[config.mk]
export PLATFORM = sky130hd
export DESIGN_NAME = scp_priv_check
export DESIGN_NICKNAME = d
export VERILOG_FILES = /design/src/scp_pkg.sv /design/src/scp_priv_check.sv
export SDC_FILE = /design/constraint.sdc
export NUM_CORES = 1
export LEC_CHECK = 0
export BUFFER_PORTS_ARGS = -buffer_cell sky130_fd_sc_hd__buf_2
export CAP_MARGIN = 10
export CORE_MARGIN = 1.5
export CORE_UTILIZATION = 44
export DETAILED_ROUTE_END_ITERATION = 7
export HOLD_SLACK_MARGIN = 0.15
export PLACE_DENSITY = 0.7
export SLEW_MARGIN = 20
export SYNTH_ARGS = -nofsm -noshare
export SYNTH_HDL_FRONTEND = slang
export SYNTH_SLANG_ARGS = --single-unit
[constraint.sdc]
create_clock -name mclk_i -period 8.41 [get_ports mclk_i]
set_clock_uncertainty 0.05 [all_clocks]
set_input_delay 0.841 -clock mclk_i [delete_from_list [all_inputs] [get_ports mclk_i]]
set_output_delay 0.841 -clock mclk_i [all_outputs]
set_load 0.01 [all_outputs]
[src/scp_pkg.sv]
package scp_pkg;
    // operating modes
    localparam logic [1:0] SCP_MODE_REAL = 2'h0;
    localparam logic [1:0] SCP_MODE_PROT = 2'h1;
    localparam logic [1:0] SCP_MODE_V86  = 2'h2;
    // privilege levels
    localparam logic [1:0] SCP_LVL_KERNEL = 2'h0;
    localparam logic [1:0] SCP_LVL_USER   = 2'h3;
    // register offsets
    localparam logic [7:0] SCP_REG_CTRL     = 8'h00;
    localparam logic [7:0] SCP_REG_FLAGS    = 8'h04;
    localparam logic [7:0] SCP_REG_GDT_BASE = 8'h08;
    localparam logic [7:0] SCP_REG_LDT_BASE = 8'h0c;
    localparam logic [7:0] SCP_REG_STATUS   = 8'h10;
    localparam logic [7:0] SCP_REG_FAULTS   = 8'h14;
    // register fields
    localparam int SCP_CTRL_MODE_LSB  = 0;
    localparam int SCP_CTRL_TASK32    = 2;
    localparam int SCP_FLAGS_IF       = 9;
    localparam int SCP_FLAGS_IOLVL    = 12;
    localparam int SCP_STAT_BUSY      = 2;
    localparam int SCP_STAT_VEC_LSB   = 8;
    // selector fields
    localparam int SCP_SEL_RQ_LSB     = 0;
    localparam int SCP_SEL_TABLE      = 2;
    localparam int SCP_SEL_INDEX_LSB  = 3;
    // descriptor fields
    localparam int SCP_D_LIMLO_LSB    = 0;
    localparam int SCP_D_BASELO_LSB   = 16;
    localparam int SCP_D_TYPE_LSB     = 40;
    localparam int SCP_D_S            = 44;
    localparam int SCP_D_DLVL_LSB     = 45;
    localparam int SCP_D_P            = 47;
    localparam int SCP_D_LIMHI_LSB    = 48;
    localparam int SCP_D_FLAGS_LSB    = 52;
    localparam int SCP_D_G            = 55;
    localparam int SCP_D_BASEHI_LSB   = 56;
    // fixed cache contents for real and v86 modes, granularity limit fill and cache entry count
    localparam logic [31:0] SCP_FIXED_LIMIT = 32'h0000ffff;
    localparam logic [11:0] SCP_ATTR_REAL   = 12'h093;
    localparam logic [11:0] SCP_ATTR_V86    = 12'h0f3;
    localparam logic [11:0] SCP_LIM_FILL    = 12'hfff;
    localparam int          SCP_NUM_SEGS    = 6;
    // exception vectors
    localparam logic [7:0] SCP_VEC_GP = 8'h0d;
    localparam logic [7:0] SCP_VEC_NP = 8'h0b;
    // checked operations
    typedef enum logic [3:0] {
        SCP_OP_IO, SCP_OP_CLEAR_INTR_FLAG, SCP_OP_SET_INTR_FLAG, SCP_OP_LOCK,
        SCP_OP_FLAGS_LOAD, SCP_OP_ADJUST_SELECTOR_PRIV, SCP_OP_VERIFY_READ,
        SCP_OP_VERIFY_WRITE, SCP_OP_LOAD_LIMIT, SCP_OP_LOAD_RIGHTS,
        SCP_OP_DATA_ACCESS, SCP_OP_CALL_CODE
    } scp_op_t;
    // descriptor fetch states
    typedef enum logic [1:0] {
        SCP_ST_IDLE  = 2'b00,
        SCP_ST_FETCH = 2'b01
    } scp_state_t;
endpackage

[src/scp_priv_check.sv]
`timescale 1ns/1ps
module scp_priv_check (
    // clock and reset
    input  wire logic              mclk_i,
    input  wire logic              rst_i,
    // register port
    input  wire logic [7:0]        reg_addr_i,
    input  wire logic [31:0]       reg_wdata_i,
    input  wire logic              reg_wr_i,
    input  wire logic              reg_rd_i,
    output logic [31:0]            reg_rdata_o,
    // segment register load
    input  wire logic              seg_load_i,
    input  wire logic [2:0]        seg_idx_i,
    input  wire logic [15:0]       seg_sel_i,
    output logic                   seg_busy_o,
    // descriptor fetch
    output logic                   desc_req_o,
    output logic [31:0]            desc_addr_o,
    input  wire logic              desc_ack_i,
    input  wire logic [63:0]       desc_data_i,
    // cache readout
    input  wire logic [2:0]        cache_idx_i,
    output logic [31:0]            cache_base_o,
    output logic [31:0]            cache_limit_o,
    output logic [11:0]            cache_attr_o,
    // gate transfer
    input  wire logic              gate_xfer_i,
    input  wire logic [1:0]        gate_lvl_i,
    // operation check
    input  wire logic              op_valid_i,
    input  wire scp_pkg::scp_op_t  op_code_i,
    input  wire logic [15:0]       op_sel_i,
    input  wire logic [1:0]        op_reg_rq_i,
    input  wire logic [63:0]       op_desc_i,
    input  wire logic              op_bitmap_ok_i,
    input  wire logic              op_if_i,
    // operation answer
    output logic                   op_done_o,
    output logic                   op_zf_o,
    output logic [31:0]            op_result_o,
    output logic                   fault_o,
    output logic [7:0]             fault_vec_o,
    // privilege state
    output logic [1:0]             current_priv_level_o,
    output logic                   intr_flag_o
);
    import scp_pkg::*;

    // control and flags state
    logic [1:0]  mode_q;
    logic        task32_q;
    logic [1:0]  io_priv_level_q;
    logic        if_q;
    logic [1:0]  task_lvl_q;
    logic [31:0] gdt_base_q;
    logic [31:0] ldt_base_q;
    logic [7:0]  last_vec_q;
    logic [15:0] fault_cnt_q;

    // segment cache
    logic [31:0] seg_base_q  [SCP_NUM_SEGS];
    logic [31:0] seg_limit_q [SCP_NUM_SEGS];
    logic [11:0] seg_attr_q  [SCP_NUM_SEGS];
    scp_state_t  state_q;
    logic [2:0]  pend_idx_q;
    logic [15:0] pend_sel_q;

    // register decode
    wire wr_ctrl  = reg_wr_i && (reg_addr_i == SCP_REG_CTRL);
    wire wr_flags = reg_wr_i && (reg_addr_i == SCP_REG_FLAGS);
    wire wr_gdt   = reg_wr_i && (reg_addr_i == SCP_REG_GDT_BASE);
    wire wr_ldt   = reg_wr_i && (reg_addr_i == SCP_REG_LDT_BASE);

    // privilege derived from mode
    wire [1:0] cur_lvl = (mode_q == SCP_MODE_REAL) ? SCP_LVL_KERNEL :
                         (mode_q == SCP_MODE_V86)  ? SCP_LVL_USER   : task_lvl_q;
    wire [1:0] requested_priv_level = op_sel_i[SCP_SEL_RQ_LSB +: 2];
    wire [1:0] effective_priv_level = (requested_priv_level > cur_lvl) ?
                                      requested_priv_level : cur_lvl;
    wire       io_pass = (cur_lvl <= io_priv_level_q);

    // descriptor field decode for the op operand
    wire [1:0] descriptor_priv_level = op_desc_i[SCP_D_DLVL_LSB +: 2];
    wire [3:0] d_type   = op_desc_i[SCP_D_TYPE_LSB +: 4];
    wire       d_pres   = op_desc_i[SCP_D_P];
    wire       d_user   = op_desc_i[SCP_D_S];
    wire       d_code   = d_user && d_type[3];
    wire       d_conf   = d_code && d_type[2];
    wire       d_read   = d_user && (!d_type[3] || d_type[1]);
    wire       d_write  = d_user && !d_type[3] && d_type[1];
    wire       data_ok  = (effective_priv_level <= descriptor_priv_level);
    wire       call_ok  = (cur_lvl >= descriptor_priv_level);
    wire       sys_lim  = !d_user && (d_type == 4'h1 || d_type == 4'h2 || d_type == 4'h3 ||
                                      d_type == 4'h9 || d_type == 4'hb);
    wire       sys_rgt  = sys_lim || (!d_user && (d_type == 4'h4 || d_type == 4'h5 || d_type == 4'hc));
    wire       lim_ok   = (d_user || sys_lim) && (data_ok || d_conf);
    wire       rgt_ok   = (d_user || sys_rgt) && (data_ok || d_conf);
    wire       rd_ok    = d_pres && d_read && (data_ok || d_conf);
    wire       wr_ok    = d_pres && d_write && data_ok;

    // limit expansion with granularity
    wire [19:0] op_lim20 = {op_desc_i[SCP_D_LIMHI_LSB +: 4], op_desc_i[SCP_D_LIMLO_LSB +: 16]};
    wire [31:0] op_limit = op_desc_i[SCP_D_G] ? {op_lim20, SCP_LIM_FILL} : {12'h000, op_lim20};
    wire [31:0] op_rights = {8'h00, op_desc_i[SCP_D_FLAGS_LSB +: 4], 4'h0,
                             op_desc_i[SCP_D_TYPE_LSB +: 8], 8'h00};
    wire        adj_change = (requested_priv_level < op_reg_rq_i);
    wire [31:0] adj_sel = {16'h0000, op_sel_i[15:2], adj_change ? op_reg_rq_i : requested_priv_level};

    // per-operation outcome, combinational
    logic        chk_fault;
    logic        chk_zf;
    logic [31:0] chk_result;
    logic        chk_if_we;
    logic        chk_if_val;
    always_comb begin
        chk_fault  = 1'b0;
        chk_zf     = 1'b0;
        chk_result = 32'h0000_0000;
        chk_if_we  = 1'b0;
        chk_if_val = if_q;
        case (op_code_i)
            SCP_OP_IO: begin
                // legacy task has no bitmap to fall back on
                chk_fault = !io_pass && !(task32_q && op_bitmap_ok_i);
            end
            SCP_OP_CLEAR_INTR_FLAG: begin
                chk_fault  = !io_pass;
                chk_if_we  = io_pass;
                chk_if_val = 1'b0;
            end
            SCP_OP_SET_INTR_FLAG: begin
                chk_fault  = !io_pass;
                chk_if_we  = io_pass;
                chk_if_val = 1'b1;
            end
            SCP_OP_LOCK: begin
                chk_fault = 1'b0;
            end
            SCP_OP_FLAGS_LOAD: begin
                // IF update silently ignored when io_pass is low, no fault
                chk_if_we  = io_pass;
                chk_if_val = op_if_i;
            end
            SCP_OP_ADJUST_SELECTOR_PRIV: begin
                chk_zf     = adj_change;
                chk_result = adj_sel;
            end
            SCP_OP_VERIFY_READ: begin
                chk_zf = rd_ok;
            end
            SCP_OP_VERIFY_WRITE: begin
                chk_zf = wr_ok;
            end
            SCP_OP_LOAD_LIMIT: begin
                chk_zf     = lim_ok;
                chk_result = lim_ok ? op_limit : 32'h0000_0000;
            end
            SCP_OP_LOAD_RIGHTS: begin
                chk_zf     = rgt_ok;
                chk_result = rgt_ok ? op_rights : 32'h0000_0000;
            end
            SCP_OP_DATA_ACCESS: begin
                chk_fault = !(data_ok || d_conf);
            end
            SCP_OP_CALL_CODE: begin
                chk_fault = !call_ok;
            end
            default: begin
                chk_fault = 1'b1;
            end
        endcase
    end

    // descriptor address from table choice and index
    wire        sel_local  = seg_sel_i[SCP_SEL_TABLE];
    wire [31:0] table_base = sel_local ? ldt_base_q : gdt_base_q;
    wire [31:0] entry_off  = {16'h0000, seg_sel_i[15:SCP_SEL_INDEX_LSB], 3'h0};
    wire        fixed_mode = (mode_q != SCP_MODE_PROT);
    wire        load_take  = seg_load_i && (state_q == SCP_ST_IDLE);
    wire        fetch_done = (state_q == SCP_ST_FETCH) && desc_ack_i;
    wire        fetch_np   = fetch_done && !desc_data_i[SCP_D_P];
    wire [31:0] fix_base   = {12'h000, seg_sel_i, 4'h0};
    wire [11:0] fix_attr   = (mode_q == SCP_MODE_V86) ? SCP_ATTR_V86 : SCP_ATTR_REAL;
    wire [19:0] d_lim20    = {desc_data_i[SCP_D_LIMHI_LSB +: 4], desc_data_i[SCP_D_LIMLO_LSB +: 16]};
    wire [31:0] d_limit    = desc_data_i[SCP_D_G] ? {d_lim20, SCP_LIM_FILL} : {12'h000, d_lim20};
    wire [31:0] d_base     = {desc_data_i[SCP_D_BASEHI_LSB +: 8], desc_data_i[SCP_D_BASELO_LSB +: 24]};
    wire [11:0] d_attr     = {desc_data_i[SCP_D_FLAGS_LSB +: 4], desc_data_i[SCP_D_TYPE_LSB +: 8]};

    // fetch sequencer: protected loads wait for the descriptor
    always_ff @(posedge mclk_i) begin
        if (rst_i) begin
            state_q     <= SCP_ST_IDLE;
            pend_idx_q  <= 3'h0;
            pend_sel_q  <= 16'h0000;
            desc_addr_o <= 32'h0000_0000;
        end else begin
            case (state_q)
                SCP_ST_IDLE: begin
                    if (load_take && !fixed_mode) begin
                        state_q     <= SCP_ST_FETCH;
                        pend_idx_q  <= seg_idx_i;
                        pend_sel_q  <= seg_sel_i;
                        desc_addr_o <= 32'(table_base + entry_off);
                    end
                end
                SCP_ST_FETCH: begin
                    if (desc_ack_i) begin
                        state_q <= SCP_ST_IDLE;
                    end
                end
                default: begin
                    state_q <= SCP_ST_IDLE;
                end
            endcase
        end
    end
    assign desc_req_o = (state_q == SCP_ST_FETCH);
    assign seg_busy_o = (state_q == SCP_ST_FETCH);

    // cache fill; a not-present descriptor leaves the old entry intact
    always_ff @(posedge mclk_i) begin
        if (rst_i) begin
            for (int i = 0; i < SCP_NUM_SEGS; i++) begin
                seg_base_q[i]  <= 32'h0000_0000;
                seg_limit_q[i] <= SCP_FIXED_LIMIT;
                seg_attr_q[i]  <= SCP_ATTR_REAL;
            end
        end else if (load_take && fixed_mode) begin
            seg_base_q[seg_idx_i]  <= fix_base;
            seg_limit_q[seg_idx_i] <= SCP_FIXED_LIMIT;
            seg_attr_q[seg_idx_i]  <= fix_attr;
        end else if (fetch_done && !fetch_np) begin
            seg_base_q[pend_idx_q]  <= d_base;
            seg_limit_q[pend_idx_q] <= d_limit;
            seg_attr_q[pend_idx_q]  <= d_attr;
        end
    end

    // cache readout is registered, one cycle behind the index
    always_ff @(posedge mclk_i) begin
        if (rst_i) begin
            cache_base_o  <= 32'h0000_0000;
            cache_limit_o <= 32'h0000_0000;
            cache_attr_o  <= 12'h000;
        end else begin
            cache_base_o  <= seg_base_q[cache_idx_i];
            cache_limit_o <= seg_limit_q[cache_idx_i];
            cache_attr_o  <= seg_attr_q[cache_idx_i];
        end
    end

    // op answer; a faulting op reports no zero flag and no result
    wire op_fault  = op_valid_i && chk_fault;
    wire any_fault = op_fault || fetch_np;
    wire [7:0] any_vec = op_fault ? SCP_VEC_GP : SCP_VEC_NP;
    always_ff @(posedge mclk_i) begin
        if (rst_i) begin
            op_done_o   <= 1'b0;
            op_zf_o     <= 1'b0;
            op_result_o <= 32'h0000_0000;
            fault_o     <= 1'b0;
            fault_vec_o <= 8'h00;
        end else begin
            op_done_o   <= op_valid_i;
            op_zf_o     <= op_valid_i && !chk_fault && chk_zf;
            op_result_o <= (op_valid_i && !chk_fault) ? chk_result : 32'h0000_0000;
            fault_o     <= any_fault;
            fault_vec_o <= any_fault ? any_vec : 8'h00;
        end
    end

    // control registers and privilege state
    always_ff @(posedge mclk_i) begin
        if (rst_i) begin
            mode_q          <= SCP_MODE_REAL;
            task32_q        <= 1'b0;
            io_priv_level_q <= SCP_LVL_KERNEL;
            if_q            <= 1'b0;
            task_lvl_q      <= SCP_LVL_KERNEL;
            gdt_base_q      <= 32'h0000_0000;
            ldt_base_q      <= 32'h0000_0000;
            last_vec_q      <= 8'h00;
            fault_cnt_q     <= 16'h0000;
        end else begin
            if (wr_ctrl) begin
                mode_q   <= reg_wdata_i[SCP_CTRL_MODE_LSB +: 2];
                task32_q <= reg_wdata_i[SCP_CTRL_TASK32];
            end
            if (wr_flags) begin
                io_priv_level_q <= reg_wdata_i[SCP_FLAGS_IOLVL +: 2];
                if_q            <= reg_wdata_i[SCP_FLAGS_IF];
            end
            // the checked op lands after any software write of the same cycle
            if (op_valid_i && chk_if_we) begin
                if_q <= chk_if_val;
            end
            if (wr_gdt) begin
                gdt_base_q <= reg_wdata_i;
            end
            if (wr_ldt) begin
                ldt_base_q <= reg_wdata_i;
            end
            if (gate_xfer_i && mode_q == SCP_MODE_PROT) begin
                task_lvl_q <= gate_lvl_i;
            end
            if (any_fault) begin
                last_vec_q  <= any_vec;
                fault_cnt_q <= 16'(fault_cnt_q + 16'h0001);
            end
        end
    end
    assign current_priv_level_o = cur_lvl;
    assign intr_flag_o          = if_q;

    // register read mux, data one cycle later
    logic [31:0] rd_mux;
    always_comb begin
        case (reg_addr_i)
            SCP_REG_CTRL:     rd_mux = {29'h0, task32_q, mode_q};
            SCP_REG_FLAGS:    rd_mux = {18'h0, io_priv_level_q, 2'h0, if_q, 9'h0};
            SCP_REG_GDT_BASE: rd_mux = gdt_base_q;
            SCP_REG_LDT_BASE: rd_mux = ldt_base_q;
            SCP_REG_STATUS:   rd_mux = {16'h0, last_vec_q, 5'h0, seg_busy_o, cur_lvl};
            SCP_REG_FAULTS:   rd_mux = {16'h0, fault_cnt_q};
            default:          rd_mux = 32'h0000_0000;
        endcase
    end
    always_ff @(posedge mclk_i) begin
        if (rst_i) begin
            reg_rdata_o <= 32'h0000_0000;
        end else begin
            reg_rdata_o <= reg_rd_i ? rd_mux : 32'h0000_0000;
        end
    end
endmodule

==> run_results.csv, run 1 <==
group,metric,value,unit
clock_tree,cts_buffers,92,
floorplan,initial_core_util,44.4,%
grt,grt_pass1_wl,143000,um
sta,whs,0.348,ns
synth,synth.avg_cell_area,13.1,um^2
critical_path,slowest_stage,"or4b_2",
sta,drv_slew,0,
power,power_leakage,15.6,nW
synth,synth.most_common_cell,"edfxtp_1",
clock_tree,cts.htree.levels,3,
route,top_layer,"met5",
route,drt_pre_antenna_iters,6,
final_layout,drive_above_1_share,23.6,%
clock_tree,clk_path_buf_depth,3,
grt,first_global_vias,23077,
synth,syn_inst,2776,
power,p_per_area,222,nW/um^2
floorplan,num_rows,105,
final_layout,fillCellCount,6930,
synth,synthTopCellsByArea,"edfxtp_1, dfxtp_1, mux4_2",
floorplan,die_w,290,um
synth,yosysWarnings,0,
route,routedWlPerCell,22.7,um
floorplan,die_area,84400,um^2
sta,max_freq,0.235,GHz
placement,place_hpwl,58200,um
synth,synth_edf_count,608,
final_layout,nets,3360,
outcome,status,"finished clean",
synth,synth-async-reset-ratio,0,%
route,route.detailed.drc,0,
route,drtAntennaViolNets,0,
critical_path,cp_max_fo,7,
synth,synth_sequential_area_ratio,65.2,%
clock_tree,path_clk_slew,0.06,ns
clock_tree,cts_tree,"built",
sta,fin_tns_setup,0,ns
critical_path,critical-path-max-stage-delay,0.78,ns
synth,netlist_area,36400,um^2
clock_tree,cts_resized,0,
critical_path,worstSetupEndpointType,"flop",
route,via_count,23731,
clock_tree,cts.sinks,881,
route,wl,96600,um
run,maxCapViolCount,0,
grt,grt_max_degree,166,
critical_path,crit_buf_inv,2,
synth,yosys.area.top_type_share,50.2,%
power,total_power,9.41,mW
critical_path,cp.arrival,4.69,ns
sta,layout_min_cycle_time,4.25,ns
floorplan,placeableCoreArea,82000,um^2
sta,maxSlewHeadroom,29.8,%
route,drt-met1-wl,40100,um
synth,yosysTopAreaCell,"edfxtp_1",
critical_path,startpoint_type,"flop",
clock_tree,clk_latency,0.64,ns
route,via_per_inst,5.57,
grt,globalRouteOverflowTotal,0,
critical_path,worstPathCellList,"nor2b_1, a21oi_1, inv_1, ha_1, inv_1, o22ai_1, nand2_1, o21ai_0, ha_1, nand2_1, o211ai_1, o211ai_1, nand3_1, or4b_2, xor2_1, nor2_1",
synth,synth_ff_type,"edfxtp_1",
floorplan,die_h,290,um
power,ir_worst_vdd,0.000138,V
min_path,hp-class,"in -> reg",
critical_path,crit_type,"reg -> reg",
sta,rsz0062_at_grt,"false",
grt,track_usage,22.4,%
sta,tightestPinTransition,1.05,ns
route,first_iter_violations,2216,
critical_path,required,8.85,ns
synth,yosysUniqueCellTypes,64,
final_layout,area_growth,16.5,%
clock_tree,postCtsHoldBufs,0,
critical_path,critical_path.top_delay_family,"simple AND/OR/NAND/NOR gates",
final_layout,post-route-util,51.7,%
sta,timing.final.crit_share,50.6,%
grt,antenna_found_initial,11,
placement,port_buffers,375,
floorplan,io_pins,412,
clock_tree,cts_root_buf,"clkbuf_16",
sta,finalHoldViolCount,0,
route,met2WireLength,46100,um
route,wl_met3,7570,um
sta,finalSetupViolCount,0,
placement,gp_congestion,0.895,
synth,ys_top_cells_by_count,"edfxtp_1, nor2_1, nand2_1",
synth,yosys_register_bits,881,
clock_tree,postCtsSetupRepairBufs,0,
## per-layer routing
metal / GRT usage (%) / vias up
met2: 36.4 / 1009
li1: - / 10715
met4: 7.27 / 8
met3: 4.07 / 158
met5: 0 / -
met1: 30.6 / 11841
## final timing paths
| path | start | to | slack, ns | cells after the start |
|---|---|---|---|---|
| min | op_sel_i[5] | op_result_o[5] | 0.35 | 2 |
| min reg2reg | desc_addr_o[14] | desc_addr_o[14] | 0.40 | 2 |
| max | mode_q[0] | fault_cnt_q[15] | 4.16 | 16 |
| max reg2reg | mode_q[0] | fault_cnt_q[15] | 4.16 | 16 |
## stage by stage
stage,cells,setup slack (ns),cell area (um^2)
2_1_floorplan,2786,1.02,36400
3_3_place_gp,4086,3.75,39300
3_5_place_dp,4086,3.73,39300
4_1_cts,4258,4.14,42300
5_1_grt,4263,3.80,42400
6_report,4263,4.16,42400
## layout make-up
type | count | area, um^2 | area share, %
sequential | 881 | 23700 | 56.0
multi-input combinational | 1644 | 11800 | 27.8
antenna | 5 | 12.5 | 0.0295
timing repair buffer | 412 | 2190 | 5.18
inverter | 79 | 297 | 0.700
clock buffer | 121 | 2480 | 5.86
tap | 1070 | 1340 | 3.16
clock inverter | 51 | 542 | 1.28
## registers in the layout, summed over array words and instances, names as in the netlist, 3 cells and up
name	cells
cache_attr_o	12
cache_base_o	32
cache_limit_o	32
desc_addr_o	32
fault_cnt_q	16
fault_vec_o	3
gdt_base_q	32
last_vec_q	3
ldt_base_q	32
op_result_o	32
pend_idx_q	3
reg_rdata_o	32
seg_attr_q	96
seg_base_q	256
seg_limit_q	256
## cells by family after synthesis
| logic type | after synthesis | synth area share (%) |
|---|---|---|
| other cells | 2 | 0.0207 |
| flops | 881 | 65.2 |
| xor+xnor | 21 | 0.506 |
| compound gates | 269 | 4.69 |
| buf+inv | 261 | 2.79 |
| mux | 308 | 13.8 |
| simple gates | 1008 | 12.1 |
| fa+ha+maj | 26 | 0.915 |
## where the power goes
part	internal [mW]	switching [mW]	total, mW
logic	0.202	0.346	0.548
registers	4.75	0.0333	4.78
clock network	2.37	1.71	4.08
total	7.32	2.09	9.41
## cell usage in the layout, fill, tap and decap left out, drive strengths merged, types with 8 or more instances in the layout
| cell | instances |
|---|---|
| mux4 | 152 |
| nand4 | 12 |
| a22o | 11 |
| nand2 | 342 |
| and3 | 46 |
| mux2i | 133 |
| nor2 | 424 |
| dfxtp | 273 |
| clkinv | 34 |
| edfxtp | 608 |
| nand3 | 34 |
| nor3 | 20 |
| conb | 12 |
| inv | 85 |
| ha | 25 |
| xor2 | 14 |
| mux2 | 23 |
| or4 | 8 |
| nand2b | 19 |
| bufinv | 9 |
| a211oi | 9 |
| a21oi | 114 |
| a22oi | 36 |
| a31oi | 12 |
| nor2b | 18 |
| buf | 412 |
| and2 | 51 |
| o21ai | 34 |
| clkbuf | 121 |
Note: power is estimated with default switching activity, not from simulation.
==> inputs of run 2 (changes only) <==
- clock period: 8.41 -> 4 ns (I/O delays scaled with it)
==> run 2 against run 1 <==
Sequential cell count unchanged; critical path type unchanged; maximum frequency up 14%; largest cell class unchanged; critical path depth unchanged; worst setup slack worse by 3.9 ns; sequential power up 110%; critical endpoint is now op_result_o[13]; die area unchanged; worst hold slack worse by 0.19 ns; register-to-register slack worse by 3.9 ns; combinational power up 140%; non-clock buffer count up 174.
==> run_results.csv, run 2 (synthesis results as in run 1) <==
group,metric,value,unit
placement,dp.cells,4122,
clock_tree,path_clk_slew,0.06,ns
clock_tree,postCtsSetupRepairBufs,0,
clock_tree,cts.sinks,881,
sta,fin_tns_setup,0,ns
floorplan,die_area,84400,um^2
route,route.detailed.drc,0,
critical_path,slowest_stage,"dlygate4sd3_1",
final_layout,fillCellCount,6757,
sta,layout_min_cycle_time,3.73,ns
power,total_power,19.9,mW
clock_tree,cts_tree,"built",
sta,drv_slew,0,
placement,port_buffers,375,
final_layout,largestRegisters,"seg_base_q x256, seg_limit_q x256, seg_attr_q x96",
placement,gp_congestion,0.903,
grt,grt_max_degree,64,
min_path,hp-class,"in -> reg",
outcome,status,"finished clean",
route,drtAntennaViolNets,0,
route,drt_pre_antenna_iters,6,
critical_path,startpoint_type,"flop",
placement,place_hpwl,61700,um
sta,whs,0.161,ns
sta,rsz0062_at_grt,"false",
clock_tree,clk_latency,0.66,ns
clock_tree,cts_root_buf,"clkbuf_16",
sta,timing.final.crit_share,93.1,%
floorplan,placeableCoreArea,82000,um^2
floorplan,num_rows,105,
final_layout,final_cells,4441,
route,via_per_inst,5.58,
run,maxCapViolCount,0,
route,wl,101000,um
floorplan,io_pins,412,
grt,globalRouteOverflowTotal,0,
sta,finalSetupViolCount,0,
critical_path,required,4.48,ns
grt,track_usage,23.5,%
final_layout,drive_above_1_share,23.6,%
final_layout,final_cell_mix,"edfxtp_1, nor2_1, buf_2",
grt,antenna_found_initial,15,
critical_path,critical-path-max-stage-delay,0.62,ns
final_layout,multiInputGateArea,11800,um^2
sta,tightestPinTransition,1.11,ns
critical_path,crit_type,"reg -> reg",
power,p_per_area,449,nW/um^2
floorplan,die_h,290,um
clock_tree,cts_buffers,90,
critical_path,cp.arrival,4.20,ns
floorplan,initial_core_util,44.4,%
final_layout,final_common_cell,"edfxtp_1",
sta,finalHoldViolCount,0,
final_layout,nets,3532,
placement,dp_slack,0.220,ns
clock_tree,cts.htree.levels,3,
critical_path,cp_max_fo,13,
grt,grt_pass1_wl,150000,um
sta,max_freq,0.268,GHz
critical_path,worstSetupEndpointType,"flop",
clock_tree,clk_path_buf_depth,3,
final_layout,regArea,23700,um^2
grt,first_global_vias,24443,
power,power_leakage,16.4,nW
critical_path,worstPathCellList,"nor2b_4, a21oi_1, inv_1, ha_1, inv_1, o22ai_1, nand2_1, o21ai_0, ha_1, nand2_1, o211ai_1, nor3b_1, and3_2, a222oi_1, dlygate4sd3_1, nor2_1",
sta,fin_ws,0.275,ns
route,routedWlPerCell,22.7,um
final_layout,area_growth,21.6,%
power,ir_worst_vdd,0.000352,V
floorplan,die_w,290,um
sta,maxSlewHeadroom,26.1,%
route,first_iter_violations,2341,
route,via_count,24795,
==> run 2: changes by cell type in the layout (fill, tap and decap cells not counted), sizes merged <==
cell / before / now
buf: 412 / 448
bufinv: 9 / 5
clkbuf: 121 / 140
clkinv: 34 / 21
clkinvlp: 2 / 1
diode: 5 / 11
dlygate4sd3: 0 / 138
inv: 85 / 82
==> run 2: cell type report <==
cell class                      instances  share of cell area, %
Antenna cell                           11                 0.0623
Clock buffer                          140                   6.05
Clock inverter                         30                  0.798
Inverter                               79                  0.671
Multi-Input combinational cell       1644                   26.7
Sequential cell                       881                   53.7
Tap cell                             1070                   3.03
Timing Repair Buffer                  586                   9.06
==> run 2: layer usage <==
metal	routed length, um	up-vias	GRT usage (%)	share of wire, %
met5	28	-	0	0.028
met4	4040	4	10.6	4.0
met3	8040	225	4.05	8.0
met2	48700	1134	37.9	48
met1	40100	12359	31.4	40
li1	-	11073	-	-
==> run 2: final timing paths <==
| check | from | endpoint | slack, ns | depth (start not counted) |
|---|---|---|---|---|
| worst max-delay path | mode_q[1] | op_result_o[13] | 0.27 | 16 |
| worst max register to register | mode_q[1] | op_result_o[13] | 0.27 | 16 |
| worst min register to register | desc_addr_o[7] | desc_addr_o[7] | 0.40 | 2 |
| worst min-delay path | desc_data_i[54] | seg_attr_q[6][10] | 0.16 | 3 |
==> run 2: stage by stage <==
stage          util, %  area, um^2
6_report          53.9       44200
5_1_grt           53.9       44200
4_1_cts           53.9       44200
3_5_place_dp      48.5       39800
3_3_place_gp      48.5       39800
2_1_floorplan        -       36500
==> run 2: power breakdown <==
| part | total, mW | switching [mW] | internal (mW) |
|---|---|---|---|
| Sequential | 10.1 | 0.0746 | 9.98 |
| Combinational | 1.31 | 0.764 | 0.541 |
| Clock | 8.51 | 3.56 | 4.95 |
| Total | 19.9 | 4.40 | 15.5 |
==> run 2: critical path: cells and delay by family, from the launching register on <==
family                     cells  cell delay, ns
AOI/OAI and AO/OA              5            1.04
DFF                            1            0.36
adders and majority gates      2            0.54
and+or+nand+nor                6            0.86
buffers and inverters          3            0.74
==> run 2: repair_timing <==
action | CTS | global route
hold buffers | 138 | 0
endpoints found under the hold margin | 372 | 0
gates resized for setup | 0 | 5
setup endpoints to repair | 0 | 16
